**src/logic/dtg_pkg.sv**
```systemverilog
// shared constants and carrier types of the dual tone generator
package dtg_pkg;

  // ************************************************************
  // register map and field layout
  // ************************************************************
  localparam int unsigned DTG_ADDR_W = 8;
  localparam logic [7:0] DTG_TONE_SEL_OFS = 8'h19;
  localparam logic [7:0] DTG_TONE_CTL_OFS = 8'h1a;
  localparam logic [7:0] DTG_OSC_SEL1_OFS = 8'h29;
  localparam logic [7:0] DTG_OSC_SEL2_OFS = 8'h2a;
  localparam logic [7:0] DTG_STATUS_OFS = 8'h30;

  localparam logic [3:0] DTG_TONE_SEL_RST = 4'h0;
  localparam logic [3:0] DTG_TONE_CTL_RST = 4'h0;
  localparam logic [3:0] DTG_OSC_SEL_RST = 4'h0;
  localparam logic [3:0] DTG_RDATA_IDLE = 4'h0;

  localparam int unsigned DTG_COL_GATE_BIT = 3;
  localparam int unsigned DTG_ROW_GATE_BIT = 2;
  localparam int unsigned DTG_MASTER_EN_BIT = 1;
  localparam int unsigned DTG_SUB_OSC_STOP_BIT = 3;
  // used bits of the control register, lowest bit is unused
  localparam logic [3:0] DTG_TONE_CTL_MASK = 4'he;

  // ************************************************************
  // oscillator codes and reference division ratios
  // ************************************************************
  localparam logic [3:0] DTG_OSC_400K = 4'h0;
  localparam logic [3:0] DTG_OSC_800K = 4'h1;
  localparam logic [3:0] DTG_OSC_2M = 4'h2;
  localparam logic [3:0] DTG_OSC_4M = 4'h3;
  localparam logic [3:0] DTG_OSC_8M = 4'hb;
  // 3.58 MHz is 01xx, 7.16 MHz is 11xx; 10xx matches no oscillator (except 1011)
  localparam int unsigned DTG_RATIO_W = 5;
  localparam logic [4:0] DTG_DIV_400K = 5'h01;
  localparam logic [4:0] DTG_DIV_800K = 5'h02;
  localparam logic [4:0] DTG_DIV_2M = 5'h05;
  localparam logic [4:0] DTG_DIV_358M = 5'h09;
  localparam logic [4:0] DTG_DIV_4M = 5'h0a;
  localparam logic [4:0] DTG_DIV_716M = 5'h12;
  localparam logic [4:0] DTG_DIV_8M = 5'h14;

  // ************************************************************
  // tone synthesis
  // ************************************************************
  // step periods in sixteenths of a reference tick, index = tone code
  localparam int unsigned DTG_PER_W = 10;
  localparam logic [9:0] DTG_ACC_INC = 10'h010;
  localparam logic [3:0][9:0] DTG_ROW_PER = {10'h0d5, 10'h0eb, 10'h104, 10'h120};
  localparam logic [3:0][9:0] DTG_COL_PER = {10'h07a, 10'h087, 10'h096, 10'h0a5};
  localparam int unsigned DTG_STEPS = 32;
  localparam int unsigned DTG_STEP_W = 5;
  localparam int unsigned DTG_AMP_W = 4;
  localparam logic [3:0] DTG_AMP_IDLE = 4'h8;
  localparam logic [31:0][3:0] DTG_SINE = {
    4'h6, 4'h5, 4'h3, 4'h2, 4'h1, 4'h1, 4'h0, 4'h0,
    4'h0, 4'h0, 4'h1, 4'h1, 4'h2, 4'h3, 4'h5, 4'h6,
    4'h8, 4'h9, 4'ha, 4'hc, 4'hd, 4'he, 4'he, 4'hf,
    4'hf, 4'hf, 4'he, 4'he, 4'hd, 4'hc, 4'ha, 4'h9};
  // entry 0 is the last in the list above; entry 0 = 4'h9 ... see table order
  localparam logic [3:0] DTG_SINE_START = 4'h8;

  // ************************************************************
  // carrier types
  // ************************************************************
  typedef struct packed {
    logic run;
    logic gate;
    logic [9:0] period;
  } dtg_chan_cfg_t;

  typedef struct packed {
    logic [4:0] cnt;
    logic tick;
  } dtg_ref_st_t;

  typedef struct packed {
    logic [9:0] acc;
    logic [4:0] step;
    logic [3:0] amp;
  } dtg_chan_st_t;

  typedef struct packed {
    logic [3:0] tone_sel;
    logic [3:0] tone_ctl;
    logic [3:0] osc_sel1;
    logic [3:0] osc_sel2;
    logic [3:0] rdata;
  } dtg_top_st_t;

endpackage

```
**src/logic/dtg_ref_div.sv**
```systemverilog
// reference tick divider from the oscillator tick
`timescale 1ns/100ps

module dtg_ref_div #(
  parameter int unsigned RATIO_W = 5
) (
  input wire logic clk,
  input wire logic rst_n,
  input wire logic ce,
  input wire logic hold,
  input wire logic osc_tick,
  input wire logic [RATIO_W-1:0] ratio,
  output logic ref_tick
);

  generate
    if (RATIO_W != dtg_pkg::DTG_RATIO_W)
    begin : g_bad_width
      $error("dtg_ref_div: ratio width must match the division table");
    end
  endgenerate

  dtg_pkg::dtg_ref_st_t st_r;
  dtg_pkg::dtg_ref_st_t st_nxt;

  // ************************************************************
  // division: one tick per 'ratio' oscillator ticks
  // ************************************************************
  always_comb
  begin
    st_nxt = st_r;
    st_nxt.tick = 1'b0;
    if (hold)
    begin
      // stopped generator keeps a known phase for the next start
      st_nxt.cnt = '0;
    end
    else if (osc_tick)
    begin
      if (st_r.cnt + 5'h01 >= ratio)
      begin
        st_nxt.cnt = '0;
        st_nxt.tick = 1'b1;
      end
      else
      begin
        st_nxt.cnt = st_r.cnt + 5'h01;
      end
    end
  end

  always_ff @(posedge clk or negedge rst_n)
  begin
    if (!rst_n)
    begin
      st_r <= '0;
    end
    else if (ce)
    begin
      st_r <= st_nxt;
    end
  end

  assign ref_tick = st_r.tick;

endmodule

```
**src/logic/dtg_tone_chan.sv**
```systemverilog
// one tone channel: fractional step divider, 32 step sine counter, ladder code
`timescale 1ns/100ps

module dtg_tone_chan #(
  parameter int unsigned AMP_W = 4
) (
  input wire logic clk,
  input wire logic rst_n,
  input wire logic ce,
  input wire logic ref_tick,
  input dtg_pkg::dtg_chan_cfg_t cfg,
  output logic [AMP_W-1:0] amp,
  output logic [4:0] step
);

  generate
    if (AMP_W != dtg_pkg::DTG_AMP_W)
    begin : g_bad_width
      $error("dtg_tone_chan: amplitude width must match the sine table");
    end
  endgenerate

  dtg_pkg::dtg_chan_st_t st_r;
  dtg_pkg::dtg_chan_st_t st_nxt;
  logic [9:0] acc_sum;

  // ************************************************************
  // step divider and sine counter
  // ************************************************************
  // the accumulator keeps the remainder, so the mean step rate is exact
  // while single steps jitter by one reference tick
  always_comb
  begin
    st_nxt = st_r;
    acc_sum = st_r.acc + dtg_pkg::DTG_ACC_INC;
    if (!cfg.run)
    begin
      st_nxt.acc = '0;
      st_nxt.step = '0;
    end
    else if (ref_tick)
    begin
      if (acc_sum >= cfg.period)
      begin
        st_nxt.acc = acc_sum - cfg.period;
        st_nxt.step = st_r.step + 5'h01;
      end
      else
      begin
        st_nxt.acc = acc_sum;
      end
    end
    if (cfg.run && cfg.gate)
    begin
      st_nxt.amp = dtg_pkg::DTG_SINE[st_nxt.step];
    end
    else
    begin
      st_nxt.amp = dtg_pkg::DTG_AMP_IDLE;
    end
  end

  always_ff @(posedge clk or negedge rst_n)
  begin
    if (!rst_n)
    begin
      st_r <= '{acc: '0, step: '0, amp: dtg_pkg::DTG_AMP_IDLE};
    end
    else if (ce)
    begin
      st_r <= st_nxt;
    end
  end

  assign amp = st_r.amp;
  assign step = st_r.step;

endmodule

```
**src/logic/dtg_top.sv**
```systemverilog
// dual tone generator: registers, reference selection and two tone channels
//
// Design decision made here: strobed register access.
`timescale 1ns/100ps

module dtg_top #(
  parameter int unsigned ADDR_W = dtg_pkg::DTG_ADDR_W
) (
  input wire logic CLK,
  input wire logic RESET_N,
  input wire logic CLK_EN,
  input wire logic OSC_TICK,
  input wire logic STOP_ENTRY,
  input wire logic WATCH_ENTRY,
  input wire logic SUBACTIVE_ENTRY,
  input wire logic [ADDR_W-1:0] ADDR,
  input wire logic [3:0] WDATA,
  input wire logic WR,
  input wire logic RD,
  output logic [3:0] RDATA,
  output logic [3:0] ROW_TONE_OUT,
  output logic [3:0] COLUMN_TONE_OUT
);

  generate
    if (ADDR_W < 6)
    begin : g_bad_addr
      $error("dtg_top: address too narrow for the register map");
    end
  endgenerate

  dtg_pkg::dtg_top_st_t st_r;
  dtg_pkg::dtg_top_st_t st_nxt;
  logic [7:0] addr8;
  logic [3:0] osc_code;
  logic [4:0] ratio;
  logic master_en;
  logic ref_tick;
  logic osc_known;
  dtg_pkg::dtg_chan_cfg_t row_cfg;
  dtg_pkg::dtg_chan_cfg_t col_cfg;

  assign addr8 = 8'(ADDR);

  // ************************************************************
  // register writes, low-power clears, read port
  // ************************************************************
  // a low-power entry in the same cycle as a write wins: the mode
  // change must leave the generator silent
  always_comb
  begin
    st_nxt = st_r;
    st_nxt.rdata = dtg_pkg::DTG_RDATA_IDLE;
    if (WR)
    begin
      case (addr8)
        dtg_pkg::DTG_TONE_SEL_OFS: st_nxt.tone_sel = WDATA;
        dtg_pkg::DTG_TONE_CTL_OFS: st_nxt.tone_ctl = WDATA & dtg_pkg::DTG_TONE_CTL_MASK;
        dtg_pkg::DTG_OSC_SEL1_OFS: st_nxt.osc_sel1 = WDATA;
        dtg_pkg::DTG_OSC_SEL2_OFS: st_nxt.osc_sel2 = WDATA;
        default: st_nxt.tone_sel = st_r.tone_sel;
      endcase
    end
    if (RD && addr8 == dtg_pkg::DTG_STATUS_OFS)
    begin
      // write-only registers and unmapped addresses read as zero
      st_nxt.rdata = {col_cfg.run & col_cfg.gate, row_cfg.run & row_cfg.gate,
                      master_en, osc_known};
    end
    if (STOP_ENTRY || WATCH_ENTRY || SUBACTIVE_ENTRY)
    begin
      st_nxt.tone_sel = dtg_pkg::DTG_TONE_SEL_RST;
      st_nxt.tone_ctl = dtg_pkg::DTG_TONE_CTL_RST;
    end
    if (STOP_ENTRY)
    begin
      st_nxt.osc_sel1 = dtg_pkg::DTG_OSC_SEL_RST;
      st_nxt.osc_sel1[dtg_pkg::DTG_SUB_OSC_STOP_BIT] =
        st_r.osc_sel1[dtg_pkg::DTG_SUB_OSC_STOP_BIT];
      st_nxt.osc_sel2 = dtg_pkg::DTG_OSC_SEL_RST;
    end
  end

  always_ff @(posedge CLK or negedge RESET_N)
  begin
    if (!RESET_N)
    begin
      st_r <= '{tone_sel: dtg_pkg::DTG_TONE_SEL_RST, tone_ctl: dtg_pkg::DTG_TONE_CTL_RST,
                osc_sel1: dtg_pkg::DTG_OSC_SEL_RST, osc_sel2: dtg_pkg::DTG_OSC_SEL_RST,
                rdata: dtg_pkg::DTG_RDATA_IDLE};
    end
    else if (CLK_EN)
    begin
      st_r <= st_nxt;
    end
  end

  // ************************************************************
  // oscillator code to reference ratio
  // ************************************************************
  // a code that matches no oscillator still yields some ratio; the tones
  // are then off frequency, which software must avoid
  assign osc_code = {st_r.osc_sel2[3:2], st_r.osc_sel1[1:0]};

  always_comb
  begin
    osc_known = 1'b1;
    casez (osc_code)
      dtg_pkg::DTG_OSC_400K: ratio = dtg_pkg::DTG_DIV_400K;
      dtg_pkg::DTG_OSC_800K: ratio = dtg_pkg::DTG_DIV_800K;
      dtg_pkg::DTG_OSC_2M: ratio = dtg_pkg::DTG_DIV_2M;
      dtg_pkg::DTG_OSC_4M: ratio = dtg_pkg::DTG_DIV_4M;
      dtg_pkg::DTG_OSC_8M: ratio = dtg_pkg::DTG_DIV_8M;
      4'b01??: ratio = dtg_pkg::DTG_DIV_358M;
      4'b11??: ratio = dtg_pkg::DTG_DIV_716M;
      default:
      begin
        ratio = dtg_pkg::DTG_DIV_8M;
        osc_known = 1'b0;
      end
    endcase
  end

  assign master_en = st_r.tone_ctl[dtg_pkg::DTG_MASTER_EN_BIT];

  dtg_ref_div #(
    .RATIO_W(dtg_pkg::DTG_RATIO_W)
  ) u_ref_div (
    .clk(CLK),
    .rst_n(RESET_N),
    .ce(CLK_EN),
    .hold(!master_en),
    .osc_tick(OSC_TICK),
    .ratio(ratio),
    .ref_tick(ref_tick)
  );

  // ************************************************************
  // row and column channels
  // ************************************************************
  always_comb
  begin
    row_cfg.run = master_en;
    row_cfg.gate = st_r.tone_ctl[dtg_pkg::DTG_ROW_GATE_BIT];
    row_cfg.period = dtg_pkg::DTG_ROW_PER[st_r.tone_sel[1:0]];
    col_cfg.run = master_en;
    col_cfg.gate = st_r.tone_ctl[dtg_pkg::DTG_COL_GATE_BIT];
    col_cfg.period = dtg_pkg::DTG_COL_PER[st_r.tone_sel[3:2]];
  end

  dtg_tone_chan #(
    .AMP_W(dtg_pkg::DTG_AMP_W)
  ) u_row (
    .clk(CLK),
    .rst_n(RESET_N),
    .ce(CLK_EN),
    .ref_tick(ref_tick),
    .cfg(row_cfg),
    .amp(ROW_TONE_OUT),
    .step()
  );

  dtg_tone_chan #(
    .AMP_W(dtg_pkg::DTG_AMP_W)
  ) u_col (
    .clk(CLK),
    .rst_n(RESET_N),
    .ce(CLK_EN),
    .ref_tick(ref_tick),
    .cfg(col_cfg),
    .amp(COLUMN_TONE_OUT),
    .step()
  );

  assign RDATA = st_r.rdata;

endmodule

```
**config.mk**
```make
export PLATFORM = sky130hd
export DESIGN_NAME = dtg_top
export DESIGN_NICKNAME = d
export VERILOG_FILES = /design/src/logic/dtg_pkg.sv /design/src/logic/dtg_ref_div.sv /design/src/logic/dtg_tone_chan.sv /design/src/logic/dtg_top.sv
export SDC_FILE = /design/constraint.sdc
export NUM_CORES = 1
export LEC_CHECK = 0
export ABC_AREA = 1
export BUFFER_PORTS_ARGS = -buffer_cell sky130_fd_sc_hd__clkbuf_2
export CORE_MARGIN = 2
export CORE_UTILIZATION = 40
export CTS_BUF_LIST = sky130_fd_sc_hd__clkbuf_4 sky130_fd_sc_hd__clkbuf_8
export CTS_CLUSTER_DIAMETER = 120
export DETAILED_ROUTE_END_ITERATION = 6
export PLACE_DENSITY = 0.62
export SLEW_MARGIN = 15
export SYNTH_ARGS = -nofsm -noshare
export SYNTH_HDL_FRONTEND = slang
export SYNTH_SLANG_ARGS = --single-unit
```
**constraint.sdc**
```tcl
create_clock -name CLK -period 3.3 [get_ports CLK]
set_input_delay 0.66 -clock CLK [delete_from_list [all_inputs] [get_ports CLK]]
set_output_delay 0.66 -clock CLK [all_outputs]
set_load 0.01 [all_outputs]
```
### Word level (Yosys, flattened, before mapping)

Memories as Yosys holds them, arrays and structs flattened.
Index checks and enable logic that the tools add are counted.

| operators by class | value |
|---|---|
| eq/ne operators | 13 |
| multiplexer cells | 31 |
| $add $sub $neg | 7 |
| reduce and logical (&&, ||, !) cells | 20 |
| magnitude comparators | 7 |
| bitwise operators | 3 |

Operator list:

| operator | count |
|---|---|
| 15-bit two-way mux | 4 |
| 10-bit binary-select mux with 2-bit select | 2 |
| 10-bit two-way mux | 4 |
| 4-bit two-way mux | 9 |
| 5-bit one-hot mux with 6 select lines | 1 |
| 8-bit by 6-bit == test with 1-bit output (second input constant) | 3 |
| 10-bit by 5-bit adder with 10-bit output (second input constant) | 2 |
| 10-bit greater-or-equal comparator | 2 |
| 5-bit two-way mux | 4 |
| 10-bit subtractor | 2 |
| 8-bit by 5-bit == test with 1-bit output (second input constant) | 2 |
| 16-bit two-way mux | 1 |
| 5-bit by 1-bit adder with 5-bit output (second input constant) | 3 |
| 5-bit by 6-bit less-than comparator with 1-bit output (second input constant) | 2 |
| 6-bit two-way mux | 2 |
| 3-bit AND reduction | 4 |
| 2-bit nonzero test | 6 |
| 4-bit by 2-bit == test with 1-bit output (second input constant) | 2 |
| 8-bit two-way mux | 1 |
| 7-bit OR reduction | 1 |
| 2-bit by 3-bit less-than comparator with 1-bit output (second input constant) | 2 |
| 5-bit greater-or-equal comparator | 1 |
| 4-bit by 1-bit == test with 1-bit output (second input constant) | 1 |
| 4-bit == test (second input constant) | 1 |
| 12 further kinds | 19 |

| storage, ports and cells | value |
|---|---|
| input bits | 21 |
| logic and storage cells | 97 |
| register bits | 63 |
| ROM bits | 256 |
| memories | 2 |
| output and inout port bits | 12 |

Memories:

| memory | depth | bits a word | read ports | clocked after memory_dff | wr ports | RTL line | source |
|---|---|---|---|---|---|---|---|
| (no name shown) | 32 | 4 | 1 | 0 | 0 | dtg_tone_chan.sv:55 | `st_nxt.amp = dtg_pkg::DTG_SINE[st_nxt.step];` |
| (no name shown) | 32 | 4 | 1 | 0 | 0 | dtg_tone_chan.sv:55 |  |

### Depth between registers and ports, before layout

| depth | value |
|---|---|
| depth after elaboration | 9 |
| gate-level depth with buffers | 24 |
| depth with buffers taken out | 24 |

### By module

Synthesis repeated with hierarchy kept, for this count alone.

| second synthesis, totals | value |
|---|---|
| cell total of the unflattened synthesis | 817 |
| area total of the unflattened synthesis | 5,592.9 um^2 |

By module, submodules not included:

| module | instances | area each (um^2) | cells an instance | seq. area each (um^2) |
|---|---|---|---|---|
| dtg_tone_chan at u_col | 1 | 2,028.2 | 285 | 476.7 |
| dtg_tone_chan at u_row | 1 | 1,983.2 | 295 | 476.7 |
| dtg_top | 1 | 1,077.3 | 159 | 375.4 |
| dtg_ref_div | 1 | 504.2 | 78 | 150.1 |

### Worst setup path before layout

No wires, ideal clock.

| path | value |
|---|---|
| path type | register -> register |
| start point | register st_r[18] in the netlist's numbering |
| end point | register u_col.st_r (netlist bit u_col.amp[0]) |
| data arrival time | 2.832 ns |
| required time | 3.183 ns |
| path slack | 0.351 ns |
| stages on the path, launching flop included | 21 |
| cell sequence | dfrtp_1 inv_1 ha_1 or2_2 ha_1 inv_1 fa_1 nand3_1 nand2_1 a21oi_4 nand2_8 nand2_2 nand2_2 nand3_4 inv_2 ha_1 nand4_1 nand3_1 nand3_1 nand3_1 nand2_1 |

| between the ends | value |
|---|---|
| cells in the longest elaborated chain, start to end | 9 |

RTL lines:

| what | RTL line | source |
|---|---|---|
| from (decl) | dtg_top.sv:32 | `dtg_pkg::dtg_top_st_t st_r;` |
| from (signal assigned) | dtg_top.sv:88 | `st_r <= '{tone_sel: dtg_pkg::DTG_TONE_SEL_RST, tone_ctl: dtg_pkg::DTG_TONE_CTL_RST,` |
| from (signal assigned) | dtg_top.sv:94 | `st_r <= st_nxt;` |
| 10-bit binary-select mux with 2-bit select | dtg_top.sv:148 | `col_cfg.period = dtg_pkg::DTG_COL_PER[st_r.tone_sel[3:2]];` |
| 10-bit two-way mux (implied by the code) | dtg_top.sv:148 |  |
| 10-bit greater-or-equal comparator | dtg_tone_chan.sv:43 | `if (acc_sum >= cfg.period)` |
| 5-bit two-way mux | dtg_tone_chan.sv:43 |  |
| 15-bit two-way mux | dtg_tone_chan.sv:41 | `else if (ref_tick)` |
| 15-bit two-way mux | dtg_tone_chan.sv:36 | `if (!cfg.run)` |
| memory read 32 x 4 bit | - |  |
| 4-bit two-way mux (implied by the code) | dtg_tone_chan.sv:55 |  |
| 4-bit two-way mux | dtg_tone_chan.sv:53 | `if (cfg.run && cfg.gate)` |
| to (signal assigned) | dtg_tone_chan.sv:67 | `st_r <= '{acc: '0, step: '0, amp: dtg_pkg::DTG_AMP_IDLE};` |
| to (signal assigned) | dtg_tone_chan.sv:71 | `st_r <= st_nxt;` |
| to (decl) | dtg_tone_chan.sv:23 | `dtg_pkg::dtg_chan_st_t st_r;` |

No other way between the ends. The select of a mux whose other input is x is not followed.
A chain may end at the register's enable or synchronous reset.

### Worst setup path in the final report

Ends and elaborated chain as after synthesis.

==> results.txt <==
----------------------------------------------------
[Cells and area]
  Number of nets at the end of the flow ... about 740
  Filler cells ... roughly 1200
  Share of cells above drive strength 1 ... between 15 and 20%
  Cell Count, Final, Fillers Out ... 831
  Antenna Diode Count ... 0
  Synth-to-Final Area Change ... 11.2%

[Global route]
  All-layer global routing usage ... roughly 18%
  Number of global-route vias before repair ... slightly above 4000
  Maximum number of pins on one net before global-route repair ... 23
  Antenna violations before repair ... 0
  Remaining global-route overflow ... 0
  First-pass GRT wire length ... between 15 and 20 mm

[Place]
  Port Buffers ... 32
  Worst setup slack after placement ... between 0.06 and 0.07 ns
  HPWL Detailed ... 8.26 mm
  Placed Instances ... 813
  Routability-driven placement congestion ratio ... roughly 0.86

[Drt]
  Remaining number of nets flagged by the antenna check after routing ... 0
  Ratio of routed vias to standard cells ... 5.07
  Vias ... approximately 4200
  Final routed wire length divided by cell count ... ~13 um
  Initial drt markers ... between 200 and 250
  DR pass1 iterations ... 4
  Remaining routing DRC violations ... 0
  Final WL ... between 10 and 15 mm

[Logic synthesis]
  Number of unique standard cell types used by synthesis ... 50
  Dominant synthesized flop cell ... sky130_fd_sc_hd__dfrtp_1
  Post-synthesis compound-gate area fraction ... about an eighth
  Adder-cell area share of the yosys netlist ... a little over a tenth
  Asr flop ratio synth ... between 90% and 100%
  Post-Synthesis Cells ... between 600 and 700
  Avg Cell Area, Syn ... 7.53 sq um
  Area fraction in and, or, nand and nor cells after synthesis ... a little under a third
  Sequential share of the synthesized area ... approximately 30%
  Post-synthesis register bit count ... between 50 and 60
  Mapped cell area ... slightly below 0.005 sq mm
  EDFF count, synth ... 0
  Count of warnings emitted by yosys ... 0
  Area share of xor/xnor cells in the synthesized design ... about 3.9%
  Largest family of logic cells by synthesized area ... simple AND/OR/NAND/NOR gates
  Synthesized netlist net count ... 710
  Share of synthesized area spent on multiplexers ... less than 1%

[Setup path]
  Largest stage delay on the critical path ... between 0.4 and 0.5 ns
  Crit path max-delay cell type ... sky130_fd_sc_hd__dfrtp_1
  Worst Path Arrival ... roughly 3.3 ns
  Setup Crit Path Kind ... flip-flop to flip-flop
  Data required time at the worst endpoint ... ~3.6 ns
  Largest fanout on the critical path ... 6
  Bufs and invs on worst path ... 3
  Endpoint kind of the worst setup timing path ... flip-flop
  Dominant cell type by count on the critical path ... sky130_fd_sc_hd__nand3_1
  Top cell family by delay on the critical path ... simple AND/OR/NAND/NOR gates
  Type of element launching the critical path ... flip-flop
  Critical path cell sequence ... inv_2 > ha_4 > or2_2 > ha_1 > inv_1 > fa_1 > nand3_1 > nand2_2 > a21oi_4 > nand2_8 > nand2_2 > nand2_2 > nand3_4 > inv_2 > ha_1 > nand4_1 > nand3_1 > nand3_1 > nand3_1 > nand2_1

[Run status]
  Result of the run ... complete, no violations

[STA]
  Count of endpoints failing setup in the final report ... 0
  Slew at the pin closest to its max-slew limit ... approximately 0.8 ns
  Worst hold slack after final layout ... 0.297 ns
  Max-slew headroom at the worst pin ... about 48%
  Final period demand of the worst path ... roughly 3 ns
  Fmax ... between 300 and 400 MHz
  Post-layout worst setup margin ... 0.232 ns
  Final Hold Violating Endpoints ... 0
  Maximum clock skew at final layout ... ~0.016 ns
  Sum of negative setup slack ... 0 ns
  Number of slew-limit violations in the final report ... 0
  Final Cycle Share ... between 90% and 100%

[Clock network]
  CTS clock-pin slew for the worst setup and hold paths ... ~0.080 ns
  CTS buffer count ... 9
  TritonCTS clock tree ... done
  CTS sink cnt ... ~60
  Maximum level of the CTS H-tree ... 3
  Root buf cell ... sky130_fd_sc_hd__clkbuf_8
  Buffers from clock root to sink, at most ... 2
  Skew-Pair Late Insertion Delay ... 0.36 ns

[Pwr]
  Pwr Density ... 313 mW/mm^2
  Highest ir drop seen on vdd ... between 0.15 and 0.2 mV
  Total leakage power ... between 2 and 3 nW
  Overall power consumption ... roughly 1.7 mW

[Floorplanning]
  IO Count ... 33
  Height of the die ... 114 um
  Starting density of the core ... about two fifths
  Standard cell core area ... between 0.01 and 0.015 sq mm
  Row Count ... 40
  Die ar. ... between 0.01 and 0.015 sq mm
  Die outline width ... between 100 and 150 um

[Run]
  Reported max-cap violation count ... 0

[Hold path]
  Type of the worst min-delay path ... input port to async pin

----------------------------------------------------
[layout make-up]
class	count	area [sq um]	share of cell area, %
clock buffers	13	173	3.18
clock inverters	3	68.8	1.27
inverters	95	359	6.62
multi-input cells	470	2910	53.7
flip-flops and latches	59	1480	27.3
well taps	147	184	3.39
repair buffers	44	250	4.61
[cells in the final DEF (no fill, tap or decap), types with 10 or more instances in the layout]
| cell | netlist | routed |
|---|---|---|
| sky130_fd_sc_hd__nand3_1 | 44 | 44 |
| sky130_fd_sc_hd__buf_4 | 13 | 12 |
| sky130_fd_sc_hd__ha_1 | 39 | 38 |
| sky130_fd_sc_hd__o22ai_1 | 10 | 10 |
| sky130_fd_sc_hd__inv_1 | 84 | 82 |
| sky130_fd_sc_hd__nand2_1 | 158 | 157 |
| sky130_fd_sc_hd__clkbuf_8 | 0 | 12 |
| sky130_fd_sc_hd__nand2_2 | 20 | 21 |
| sky130_fd_sc_hd__dfrtp_1 | 57 | 56 |
| sky130_fd_sc_hd__o21ai_0 | 34 | 34 |
| sky130_fd_sc_hd__a21oi_1 | 24 | 23 |
| sky130_fd_sc_hd__xor2_1 | 18 | 18 |
| sky130_fd_sc_hd__inv_2 | 9 | 11 |
| sky130_fd_sc_hd__nor2_1 | 35 | 34 |
| sky130_fd_sc_hd__clkbuf_2 | 0 | 32 |
[report_power, final]
group | switching (mW) | internal [mW]
registers | 0.00993 | 0.732
clock network | 0.307 | 0.497
logic | 0.0985 | 0.0549
total | 0.416 | 1.28
[flip-flops by register name, summed over array words and instances (netlist names)]
name                count
RDATA                   4
st_r                    4
u_ref_div.ref_tick      1
u_row.amp               4
u_col.st_r             10
u_col.step              5
u_ref_div.st_r          5
u_row.st_r             10
u_col.amp               4
u_row.step              5
row_cfg                 1
osc_code                4
col_cfg                 2
[kinds of logic after synthesis]
logic type      Yosys count
fa+ha+maj                41
buf+inv                 119
compound gates          100
xor+xnor                 22
simple gates            306
mux                       1
flops                    59
[per-layer routing]
metal  GRT usage, %  up-vias  part of all wire, %
met2           30.2       52                   48
li1               -     2181                    -
met5              0        -                    0
met4           6.18        0                  1.6
met1           22.8     1963                   48
met3           3.49       14                  2.8
[synthesized netlist by cell type (7+ instances only)]
master	number	area, sq um
sky130_fd_sc_hd__nand2_1	158	593
sky130_fd_sc_hd__inv_1	84	315
sky130_fd_sc_hd__dfrtp_1	57	1430
sky130_fd_sc_hd__nand3_1	44	220
sky130_fd_sc_hd__ha_1	39	488
sky130_fd_sc_hd__nor2_1	35	131
sky130_fd_sc_hd__o21ai_0	34	170
sky130_fd_sc_hd__a21oi_1	24	120
sky130_fd_sc_hd__nand2_2	20	125
sky130_fd_sc_hd__xor2_1	18	158
sky130_fd_sc_hd__buf_4	13	97.6
sky130_fd_sc_hd__o22ai_1	10	62.6
sky130_fd_sc_hd__inv_2	9	33.8
sky130_fd_sc_hd__nand3_2	9	90.1
sky130_fd_sc_hd__clkbuf_1	7	26.3
sky130_fd_sc_hd__nand4_1	7	43.8
[path summary, 6_finish.rpt]
check                          from           end  slack [ns]  depth (start not counted)
max                        st_r[18]  u_col.amp[0]        0.23                         20
min reg2reg                RDATA[1]      RDATA[1]        0.49                          2
max reg2reg                st_r[18]  u_col.amp[0]        0.23                         20
min                         RESET_N   osc_code[0]        0.30                          1
max in group asynchronous   RESET_N  u_row.amp[3]        2.21                          2
min in group CLK           RDATA[1]      RDATA[1]        0.49                          2
[repair_timing]
item,CTS,global route
endpoints found under the setup margin,0,6
setup buffers,0,2
hold buffers,0,0
gates resized for setup,0,8
endpoints found under the hold margin,0,0
[stage by stage]
step / utilization (%) / cell area [sq um]
global route: 45.4 / 5430
CTS: 45.1 / 5390
detailed placement: 43.0 / 5150
floorplan: - / 4880
global placement: 43.0 / 5150
finish: 45.4 / 5430
[worst reg2reg max path, delay by kind of cell, from the launching register on]
kind                     cells  cell delay [ns]
AND/OR/NAND/NOR             12             1.09
adder cells (fa/ha/maj)      4             1.00
flip-flops                   1             0.42
AO/OA/AOI/OAI                1             0.25
buffers and inverters        3             0.23
No activity file was read; power rests on OpenSTA's default activity.
